File: src/hdl/pfs_consts.vh
/*
 * Constants for the print flow sync and identify block.
 * Assumes inclusion by bare name from design and bench files.
 */
`ifndef PFS_CONSTS_VH
`define PFS_CONSTS_VH

// Character codes
`define PFS_CH_ESC      8'h1b
`define PFS_CH_CR       8'h0d
`define PFS_CH_LF       8'h0a
`define PFS_CH_CAN      8'h18
`define PFS_CH_XON      8'h11
`define PFS_CH_XOFF     8'h13
`define PFS_CH_SLASH    8'h2f
`define PFS_CH_IDENT    8'h5a
`define PFS_CH_PLINE    8'h56
`define PFS_CH_PT_ENTER 8'h57
`define PFS_CH_PT_EXIT  8'h58
// Identify suffixes, arbitrary neutral values
`define PFS_ID_NOPRN    8'h41
`define PFS_ID_PRN      8'h42
// Selector position that picks the parallel printer
`define PFS_SEL_PARALLEL 3'h1
// Screen line length and last column index
`define PFS_COLS        7'h50
`define PFS_COL_LAST    7'h4f
// Wishbone register byte addresses
`define PFS_REG_CTRL    4'h0
`define PFS_REG_STAT    4'h4
`define PFS_REG_SLIPTR  4'h8
// Control register fields
`define PFS_CTRL_LOCAL  0
`define PFS_CTRL_SCRACK 1
// Command decoder states
`define PFS_D_IDLE      2'h0
`define PFS_D_ESC       2'h1
`define PFS_D_PT_ESC    2'h2

`endif

File: src/hdl/pfs_print_flow.v
/*
 * Print flow sync and identify: silo, host flow control, pass-through, identify reply.
 * Assumes a screen engine that consumes proc characters, a printer byte sink with
 * valid/ready, and a host transmitter accepting one byte per valid/ready handshake.
 */
// The placing of the registers and the Wishbone slave port are this design's own decisions.
// Summary of operation
// - Line-follow mode, cursor up onto pending unprinted line stalls processing until printed.
// - Line-follow mode, LF on bottom with top line pending stalls until printed.
// - Otherwise scrolling proceeds in line-follow mode; queued data need not stay put.
// - After print-screen or print-cursor-line, stall until all requested data printed.
// - While stalled, store host characters in the silo and send XOFF.
// - After printing, drain the silo first; send XON only once it is empty.
// - Pass-through uses silo with XOFF/XON to pace host to printer speed.
// - Throughput is slower line rate; no pass-through XOFF when host is slower.
// - Keyboard characters still reach the host during a print stall.
// - Off-line or local copy: stalled keyboard characters also go into silo.
// - Identify request answers with a three-character identification sequence.
// - Printer-present variant only when printer able to print; else no-printer.
// - Serial selector position: deasserted printer DTR reports no printer.
// - Parallel selector: offline or paper fault reports no printer.
// - Selector position 1 is parallel; other positions are serial.
// - Screen line print: columns 1 to 80, then CR, then LF.
// - Each LF in line-follow mode queues the cursor line for printing.
// - Enter command starts raw forwarding; exit sends CAN instead of its last byte.
`timescale 1ns/1ps
`default_nettype none
`include "pfs_consts.vh"

module pfs_print_flow #(
  parameter AW       = 6,   // Silo address width
  parameter DEPTH    = 64,  // Silo depth, power of two
  parameter HEADROOM = 16   // Free slots kept when XOFF goes out
) (
  // Clock and reset
  input  wire        clk_i,
  input  wire        nrst_i,
  // Host receive stream
  input  wire        rx_valid_i,
  input  wire [7:0]  rx_data_i,
  // Keyboard stream
  input  wire        kbd_valid_i,
  input  wire [7:0]  kbd_data_i,
  // Host transmit stream
  output wire        tx_valid_o,
  output reg  [7:0]  tx_data_o,
  input  wire        tx_ready_i,
  // Characters handed to the screen engine
  output reg         proc_valid_o,
  output reg  [7:0]  proc_data_o,
  // Screen engine status and requests
  input  wire        line_follow_i,
  input  wire        cursor_up_pending_i,
  input  wire        cursor_bottom_i,
  input  wire        top_pending_i,
  input  wire        print_req_i,
  input  wire        print_busy_i,
  // Screen line fetch for printing
  input  wire        line_start_i,
  output reg  [6:0]  col_addr_o,
  input  wire [7:0]  col_data_i,
  output reg         line_done_o,
  output reg         lf_queue_o,
  // Printer byte stream
  output reg         prn_valid_o,
  output reg  [7:0]  prn_data_o,
  input  wire        prn_ready_i,
  // Printer status and selector
  input  wire [2:0]  selector_i,
  input  wire        prn_dtr_i,
  input  wire        prn_online_i,
  input  wire        prn_paper_fault_i,
  // Wishbone slave
  input  wire        wb_cyc_i,
  input  wire        wb_stb_i,
  input  wire        wb_we_i,
  input  wire [3:0]  wb_adr_i,
  input  wire [3:0]  wb_sel_i,
  input  wire [31:0] wb_dat_i,
  output reg  [31:0] wb_dat_o,
  output reg         wb_ack_o
);

  // ==========================================================
  // Reset release
  reg rst_a_ff;
  reg rst_b_ff;
  wire rst_n = rst_b_ff;
  // Release through two stages so that the rest leaves reset on a clean edge
  always @(posedge clk_i or negedge nrst_i) begin
    if (!nrst_i) begin
      rst_a_ff <= 1'b0;
      rst_b_ff <= 1'b0;
    end else begin
      rst_a_ff <= 1'b1;
      rst_b_ff <= rst_a_ff;
    end
  end

  // ==========================================================
  // Registers
  reg        local_ff;   // Off-line or local copy operation
  reg        ovf_ff;     // Silo overflow seen, sticky
  // Shared state, declared ahead of every process that reads it
  reg        pt_ff;      // Pass-through active
  reg        xoff_ff;    // XOFF sent, XON still owed
  reg        busy_ff;    // Print stall pending
  reg        line_busy;  // Screen line on its way to the printer
  reg [AW:0] count;      // Silo fill level
  wire       stall;
  wire       prn_able;
  wire       id_sent;
  wire       send_kb;
  wire       wb_req = wb_cyc_i & wb_stb_i & ~wb_ack_o;
  wire       ovf_set;
  // Classic single cycle slave: ack one cycle after request, data registered
  always @(posedge clk_i or negedge rst_n) begin
    if (!rst_n) begin
      wb_ack_o <= 1'b0;
      wb_dat_o <= 32'h0;
      local_ff <= 1'b0;
      ovf_ff   <= 1'b0;
    end else begin
      wb_ack_o <= wb_req;
      wb_dat_o <= 32'h0;
      if (wb_req & wb_we_i & wb_sel_i[0] & (wb_adr_i == `PFS_REG_CTRL))
        local_ff <= wb_dat_i[`PFS_CTRL_LOCAL];
      // Set wins over a clear in the same cycle
      if (ovf_set)
        ovf_ff <= 1'b1;
      else if (wb_req & wb_we_i & wb_sel_i[0] & (wb_adr_i == `PFS_REG_STAT) & wb_dat_i[0])
        ovf_ff <= 1'b0;
      if (wb_req & ~wb_we_i) begin
        case (wb_adr_i)
          `PFS_REG_CTRL:   wb_dat_o <= {31'h0, local_ff};
          `PFS_REG_STAT:   wb_dat_o <= {27'h0, prn_able, pt_ff, xoff_ff, stall, ovf_ff};
          `PFS_REG_SLIPTR: wb_dat_o <= {{(31-AW){1'b0}}, count};
          default:         wb_dat_o <= 32'h0;
        endcase
      end
    end
  end

  // ==========================================================
  // Stall conditions and printer capability
  wire stall_lf = line_follow_i & top_pending_i & cursor_bottom_i;
  // Stall is combinational so no pop slips through in the cycle it starts
  assign stall = (line_follow_i & cursor_up_pending_i)
             | busy_ff;
  wire parallel = (selector_i == `PFS_SEL_PARALLEL);
  assign prn_able = parallel ? (prn_online_i & ~prn_paper_fault_i)
                           : prn_dtr_i;

  // ==========================================================
  // Silo
  reg  [7:0]  silo_mem [0:DEPTH-1];
  reg  [AW-1:0] wp_ff;
  reg  [AW-1:0] rp_ff;
  wire [31:0] depth_w = DEPTH;
  // In local copy a stalled key is logged as it leaves for the host, so it is stored once
  wire kbd_in  = send_kb & tx_ready_i & local_ff & stall;
  wire [7:0] wr_data = kbd_in ? kbd_data_i : rx_data_i;
  wire wr_req  = rx_valid_i | kbd_in;
  wire full    = (count == depth_w[AW:0]);
  wire push    = wr_req & ~full;
  assign ovf_set = wr_req & full;
  wire [7:0] head = silo_mem[rp_ff];
  wire empty   = (count == {(AW+1){1'b0}});
  // Head LF on bottom row with top line pending holds the LF and everything behind it
  wire head_block = (head == `PFS_CH_LF) & stall_lf & ~pt_ff;
  wire pt_hold = pt_ff & prn_valid_o & ~prn_ready_i;
  wire pop = ~empty & ~stall & ~head_block & ~pt_hold & ~line_busy;

  // Everything from the host goes through the silo so order is kept
  always @(posedge clk_i) begin
    if (push)
      silo_mem[wp_ff] <= wr_data[7:0];
  end
  always @(posedge clk_i or negedge rst_n) begin
    if (!rst_n) begin
      wp_ff <= {AW{1'b0}};
      rp_ff <= {AW{1'b0}};
      count <= {(AW+1){1'b0}};
    end else begin
      if (push)
        wp_ff <= wp_ff + 1'b1;
      if (pop)
        rp_ff <= rp_ff + 1'b1;
      count <= count + {{AW{1'b0}}, push} - {{AW{1'b0}}, pop};
    end
  end

  // ==========================================================
  // Command decode, processing and pass-through
  reg [1:0] dec_ff;
  reg       id_req_ff;
  always @(posedge clk_i or negedge rst_n) begin
    if (!rst_n) begin
      dec_ff       <= `PFS_D_IDLE;
      pt_ff        <= 1'b0;
      busy_ff      <= 1'b0;
      id_req_ff    <= 1'b0;
      proc_valid_o <= 1'b0;
      proc_data_o  <= 8'h0;
      lf_queue_o   <= 1'b0;
    end else begin
      proc_valid_o <= 1'b0;
      lf_queue_o   <= 1'b0;
      if (print_req_i)
        busy_ff <= 1'b1;
      // Stall lasts until the last byte of the line has been taken by the printer
      else if (~print_busy_i & ~line_busy & ~prn_valid_o)
        busy_ff <= 1'b0;
      if (id_sent)
        id_req_ff <= 1'b0;
      if (pop) begin
        case (dec_ff)
          `PFS_D_IDLE: begin
            if (pt_ff & (head == `PFS_CH_ESC))
              dec_ff <= `PFS_D_PT_ESC;
            else if (~pt_ff & (head == `PFS_CH_ESC))
              dec_ff <= `PFS_D_ESC;
            else if (~pt_ff) begin
              proc_valid_o <= 1'b1;
              proc_data_o  <= head;
              lf_queue_o   <= line_follow_i & (head == `PFS_CH_LF);
            end
          end
          `PFS_D_ESC: begin
            dec_ff <= `PFS_D_IDLE;
            if (head == `PFS_CH_IDENT)
              id_req_ff <= 1'b1;
            else if (head == `PFS_CH_PT_ENTER)
              pt_ff <= 1'b1;
            else if (head == `PFS_CH_PLINE)
              busy_ff <= 1'b1;
            else begin
              proc_valid_o <= 1'b1;
              proc_data_o  <= head;
            end
          end
          `PFS_D_PT_ESC: begin
            dec_ff <= (head == `PFS_CH_ESC) ? `PFS_D_PT_ESC : `PFS_D_IDLE;
            if (head == `PFS_CH_PT_EXIT)
              pt_ff <= 1'b0;
          end
          default: dec_ff <= `PFS_D_IDLE;
        endcase
      end
    end
  end

  // ==========================================================
  // Printer stream: raw pass-through or one screen line
  reg [1:0] tail_ff;     // 0 columns, 1 CR, 2 LF
  wire prn_take = prn_valid_o & prn_ready_i;
  // Print-cursor-line from the host starts the line here; the screen engine only serves columns
  wire pline_cmd = pop & ~pt_ff & (dec_ff == `PFS_D_ESC) & (head == `PFS_CH_PLINE);
  always @(posedge clk_i or negedge rst_n) begin
    if (!rst_n) begin
      prn_valid_o <= 1'b0;
      prn_data_o  <= 8'h0;
      line_busy   <= 1'b0;
      tail_ff     <= 2'h0;
      col_addr_o  <= 7'h0;
      line_done_o <= 1'b0;
    end else begin
      line_done_o <= 1'b0;
      if (prn_take)
        prn_valid_o <= 1'b0;
      if (pop & pt_ff & (prn_take | ~prn_valid_o)) begin
        // ESC forwarded at once; exit byte becomes CAN
        prn_valid_o <= 1'b1;
        prn_data_o  <= ((dec_ff == `PFS_D_PT_ESC) & (head == `PFS_CH_PT_EXIT)) ? `PFS_CH_CAN : head;
      end else if (~line_busy & (line_start_i | pline_cmd) & ~pt_ff) begin
        line_busy  <= 1'b1;
        tail_ff    <= 2'h0;
        col_addr_o <= 7'h0;
      end else if (line_busy & (prn_take | ~prn_valid_o)) begin
        // Columns left to right, then CR and LF
        prn_valid_o <= 1'b1;
        if (tail_ff == 2'h0) begin
          prn_data_o <= col_data_i;
          if (col_addr_o == `PFS_COL_LAST)
            tail_ff <= 2'h1;
          else
            col_addr_o <= col_addr_o + 7'h1;
        end else if (tail_ff == 2'h1) begin
          prn_data_o <= `PFS_CH_CR;
          tail_ff    <= 2'h2;
        end else begin
          prn_data_o  <= `PFS_CH_LF;
          line_busy   <= 1'b0;
          line_done_o <= 1'b1;
        end
      end
    end
  end

  // ==========================================================
  // Host transmit: flow control first, then identify, then keyboard
  reg  [1:0] id_idx_ff;
  // Mark is worked out at full width, then cut to the counter width on purpose
  wire [31:0] hi_mark_w = DEPTH - HEADROOM;
  wire [AW:0] hi_mark = hi_mark_w[AW:0];
  // Pass-through XOFF only when the silo backs up, so a slow host never sees one
  wire want_off = stall | head_block | (count >= hi_mark);
  wire want_on  = xoff_ff & ~want_off & empty;
  wire send_fc  = (want_off & ~xoff_ff) | want_on;
  wire send_id  = ~send_fc & id_req_ff;
  assign id_sent = send_id & tx_ready_i & (id_idx_ff == 2'h2);
  // A host char arriving in a local-copy stall holds the key back a cycle, so the silo takes one write
  assign send_kb = ~send_fc & ~id_req_ff & kbd_valid_i & ~(local_ff & stall & rx_valid_i);
  assign tx_valid_o = send_fc | send_id | send_kb;
  // Host is trusted to obey XOFF; overflow is only flagged
  always @* begin
    if (send_fc)
      tx_data_o = xoff_ff ? `PFS_CH_XON : `PFS_CH_XOFF;
    else if (send_id)
      case (id_idx_ff)
        2'h0:    tx_data_o = `PFS_CH_ESC;
        2'h1:    tx_data_o = `PFS_CH_SLASH;
        default: tx_data_o = prn_able ? `PFS_ID_PRN : `PFS_ID_NOPRN;
      endcase
    else
      tx_data_o = kbd_data_i;
  end
  always @(posedge clk_i or negedge rst_n) begin
    if (!rst_n) begin
      xoff_ff   <= 1'b0;
      id_idx_ff <= 2'h0;
    end else begin
      if (send_fc & tx_ready_i)
        xoff_ff <= ~xoff_ff;
      if (send_id & tx_ready_i)
        id_idx_ff <= id_sent ? 2'h0 : id_idx_ff + 2'h1;
    end
  end

endmodule // pfs_print_flow
`default_nettype wire

File: config.mk
export PLATFORM = sky130hd
export DESIGN_NAME = pfs_print_flow
export DESIGN_NICKNAME = d
export VERILOG_FILES = /design/src/hdl/pfs_print_flow.v
export VERILOG_INCLUDE_DIRS = /design/src /design/src/hdl
export SDC_FILE = /design/constraint.sdc
export NUM_CORES = 1
export LEC_CHECK = 0
export BUFFER_PORTS_ARGS = -buffer_cell sky130_fd_sc_hd__buf_4
export CORE_MARGIN = 2
export CORE_UTILIZATION = 56
export CTS_BUF_LIST = sky130_fd_sc_hd__clkbuf_4
export DETAILED_ROUTE_END_ITERATION = 10
export PLACE_DENSITY = 0.74
export SYNTH_ARGS = -nofsm -noshare
export SYNTH_HDL_FRONTEND = slang
export SYNTH_SLANG_ARGS = --single-unit
File: constraint.sdc
create_clock -name clk_i -period 3.96 [get_ports clk_i]
set_input_delay 0.198 -clock clk_i [delete_from_list [all_inputs] [get_ports clk_i]]
set_output_delay 0.198 -clock clk_i [all_outputs]
set_load 0.005 [all_outputs]
==> results.py <==
metrics = {
    "status": {
        "violations": "setup timing",
        "status": "finished with violations",
    },
    "timing": {
        "tightest_slew_ns": 1.327,
        "period_minus_slack_ns": 4.484,
        "clock.fmax_mhz": 223.0,
        "slew_viol_final": 0,
        "setup_violations": 27,
        "clock_skew_ns": 0.06642,
        "setup_tns_ns": -6.684,
        "rsz0062_at_grt": "true",
        "slew_headroom": 0.1156,
        "fin_crit_sh": 1.132,
        "finalHoldViolCount": 0,
        "setup_slack_ns": -0.5245,
    },
    "cts": {
        "cts.sinks": 581,
        "insertion_delay_ns": 0.89,
        "cts_root_buf": "clkbuf_4",
        "cts_tree": "done",
        "clockBufferDepth": 3,
        "cts_made_buffers": 147,
        "ctsHtreeMaxLevel": 4,
        "clk_pin_slew_ns": 0.07,
    },
    "power_and_ir_drop": {
        "p_leak_nw": 10.95,
        "ir_drop_mv": 0.2158,
        "powerDensity_nw_per_um2": 521.3,
    },
    "yosys": {
        "syn_area_per_cell_um2": 16.93,
        "ys_warn_count": 0,
        "ys_ff_latch": 581,
        "ys_seq_area_frac": 0.7060,
        "synth.distinct_cells": 88,
        "synthesis.area_um2": 24220,
        "postSynth.asyncResetShare": 0.1188,
        "synth_edf_count": 512,
        "synth_cells": 1431,
        "ys.flop_type": "edfxtp_1",
    },
    "placement": {
        "portBuffers": 95,
        "placed_cells": 2230,
        "place_hpwl_mm": 38.56,
        "pre_cts_slack_ns": -0.4460,
        "dpl_cell_area_um2": 26780,
        "gp_congestion": 0.9152,
    },
    "setup_path": {
        "end_kind": "output pin",
        "cp.arrival_ns": 4.29,
        "r2r_start": "rp_ff[0]$_DFFE_PN0P_",
        "start_kind": "flip-flop",
        "critPathRequiredTime_ns": 3.76,
        "r2r_setup_slack_ns": -0.43,
        "cp_max_fo": 6,
        "crit_path_start": "rp_ff[0]$_DFFE_PN0P_",
        "rr_worst_depth": 22,
        "endpoint": "tx_data_o[0]",
        "r2r-end": "count[6]$_DFF_PN0_",
        "crit_type": "flip-flop to output pin",
    },
    "finish": {
        "area_growth_pct": 22.47,
        "final_common_cell": "edfxtp_1",
        "final_util": 0.6918,
        "final_cell_mix": "edfxtp_1 (512), buf_4 (277), clkbuf_4 (207), mux2i_1 (117), nor2_1 (102)",
        "multi_input_area_um2": 6700,
        "fin_cells": 2562,
        "design_area_um2": 29670,
        "drive_gt1_frac": 0.3659,
        "regArea_um2": 17110,
        "fillers": 2713,
        "fin_nets": 1966,
    },
    "die": {
        "io_pins": 155,
        "fp-row-count": 76,
        "die_area_um2": 44940,
        "die_w_um": 212.0,
        "fp.dieH_um": 212.0,
        "initial_core_util": 0.5649,
        "core_region_area_um2": 42890,
    },
    "drt": {
        "vias_per_cell": 5.934,
        "drtAntennaViolNets": 0,
        "routed_wirelength_mm": 61.75,
        "wl_per_cell_um": 24.10,
        "detailedRoute.firstPassIterationCount": 5,
        "post-route-drc-count": 0,
        "drt-initial-drc-count": 1710,
        "vias": 15200,
    },
    "global_routing": {
        "antenna_found_initial": 2,
        "grt_usage": 0.2787,
        "grt_pass1_wl_mm": 91.76,
        "grt_pass1_vias": 15440,
        "grt_max_degree": 65,
        "grt-ovfl-total": 0,
    },
    "worst_hold_path": {
        "hold_path_class": "input pin to flip-flop",
        "hold_depth": 3,
    },
    "job": {
        "drv_cap": 0,
    },
}
-- synth_stat cells (all sizes together) (3+ instances only) --
cell | count | area [um^2]
a211o | 6 | 53.80
nand2b | 14 | 87.58
a21oi | 39 | 195.2
or2 | 6 | 37.54
nand3 | 16 | 85.08
nand3b | 7 | 52.55
and2 | 7 | 43.79
a211oi | 13 | 115.1
clkbuf | 29 | 112.6
o211ai | 3 | 22.52
nor4b | 3 | 47.54
mux2i | 120 | 1214
nor2b | 12 | 75.07
inv | 27 | 101.4
or3 | 3 | 18.77
a2bb2oi | 3 | 32.53
nand4 | 6 | 37.54
edfxtp | 512 | 15370
nor4 | 6 | 52.55
xnor2 | 9 | 78.83
a22o | 13 | 113.9
ha | 14 | 175.2
a21o | 3 | 22.52
a31oi | 7 | 43.79
dfrtp | 69 | 1727
nor2 | 115 | 431.7
o41ai | 3 | 52.56
a2111oi | 3 | 32.53
buf | 67 | 536.8
nor3b | 6 | 45.04
nand4b | 4 | 41.29
nor3 | 9 | 56.31
xor2 | 9 | 78.83
mux2 | 19 | 225.2
o22a | 4 | 35.03
a22oi | 37 | 277.8
o22ai | 14 | 93.84
o21ai | 18 | 90.09
mux4 | 75 | 1723
o221ai | 10 | 87.58
nand2 | 63 | 241.5
-- metal layers --
metal	up-vias	share of wire	global-route usage
li1	6542	-	-
met1	7639	0.39	0.3608
met2	861	0.48	0.4415
met3	160	0.091	0.07710
met4	2	0.038	0.1309
met5	-	0.00019	0
-- cells by family (layout without fill, tap and decap cells) --
group	count (synthesis)	in the layout	share of synthesized area
mux	214	214	0.1305
compound gates	193	193	0.05914
fa+ha+maj	15	15	0.008058
simple gates	285	285	0.05852
xor+xnor	18	18	0.006508
flops	581	581	0.7060
buf+inv	123	644	0.03099
other cells	2	27	0.0003100
-- layout make-up --
cell class                      count  area share
Antenna cell                        1  0.00008435
Clock inverter                     53     0.01202
Multi-Input combinational cell    751      0.2258
Timing Repair Buffer              357      0.1046
Sequential cell                   581      0.5769
Clock buffer                      207     0.05238
Tap cell                          585     0.02467
Inverter                           27    0.003585
-- how the worst min path moves through the flow --
stage / startpoint / end / slack [ns]
after floorplan: nrst_i / rst_a_ff$_DFF_PN0_ / -0.1
after global placement: nrst_i / rst_a_ff$_DFF_PN0_ / -0.02
after detailed placement: nrst_i / rst_a_ff$_DFF_PN0_ / -0.02
after CTS: print_req_i / busy_ff$_DFF_PN0_ / 0.02
after global routing: print_req_i / busy_ff$_DFF_PN0_ / 0.05
final: print_req_i / busy_ff$_DFF_PN0_ / 0.10
-- power breakdown --
group	leakage [nW]	internal, W	switching (W)
Sequential	5.45	0.00700	0.000256
Combinational	4.40	0.00145	0.00165
Clock	1.10	0.00270	0.00242
Total	11.0	0.0111	0.00432
-- sequential cells by signal, summed over array words and instances (netlist names), 2 cells and up --
signal,flops
dec_ff,2
wb_dat_o,7
tail_ff,2
rp_ff,6
prn_data_o,8
count,7
id_idx_ff,2
silo_mem,512
wp_ff,6
proc_data_o,8
col_addr_o,7
-- through the flow --
| step | hold slack [ns] | power, W |
|---|---|---|
| 6_report | 0.1003 | 0.01547 |
| 5_1_grt | 0.04653 | 0.01609 |
| 4_1_cts | 0.01754 | 0.01542 |
| 3_5_place_dp | -0.01880 | 0.01009 |
| 3_3_place_gp | -0.01917 | 0.01002 |
| 2_1_floorplan | -0.09759 | 0.009015 |
-- worst max-delay path: stages, from the launching register on --
cell and delay, ns:
dfrtp_4 0.49, buf_8 0.15, mux4_2 0.50, a22o_1 0.29
nor4b_4 0.32, o211ai_1 0.24, o32ai_2 0.38, nand4b_4 0.15
buf_6 0.16, nand2_4 0.08, mux2i_4 0.27, buf_6 0.16
nand2b_4 0.12, buf_6 0.09
-- timing repair --
action                                  4_1_cts  5_1_grt
endpoints found under the setup margin       15      157
gates cloned                                  1        1
hold endpoints to repair                     49        0
buffers inserted                             30        9
pin swaps                                    26       18
resized for setup                            48       41
hold buffers                                 35        0
Note: power is estimated with default switching activity, not from simulation.
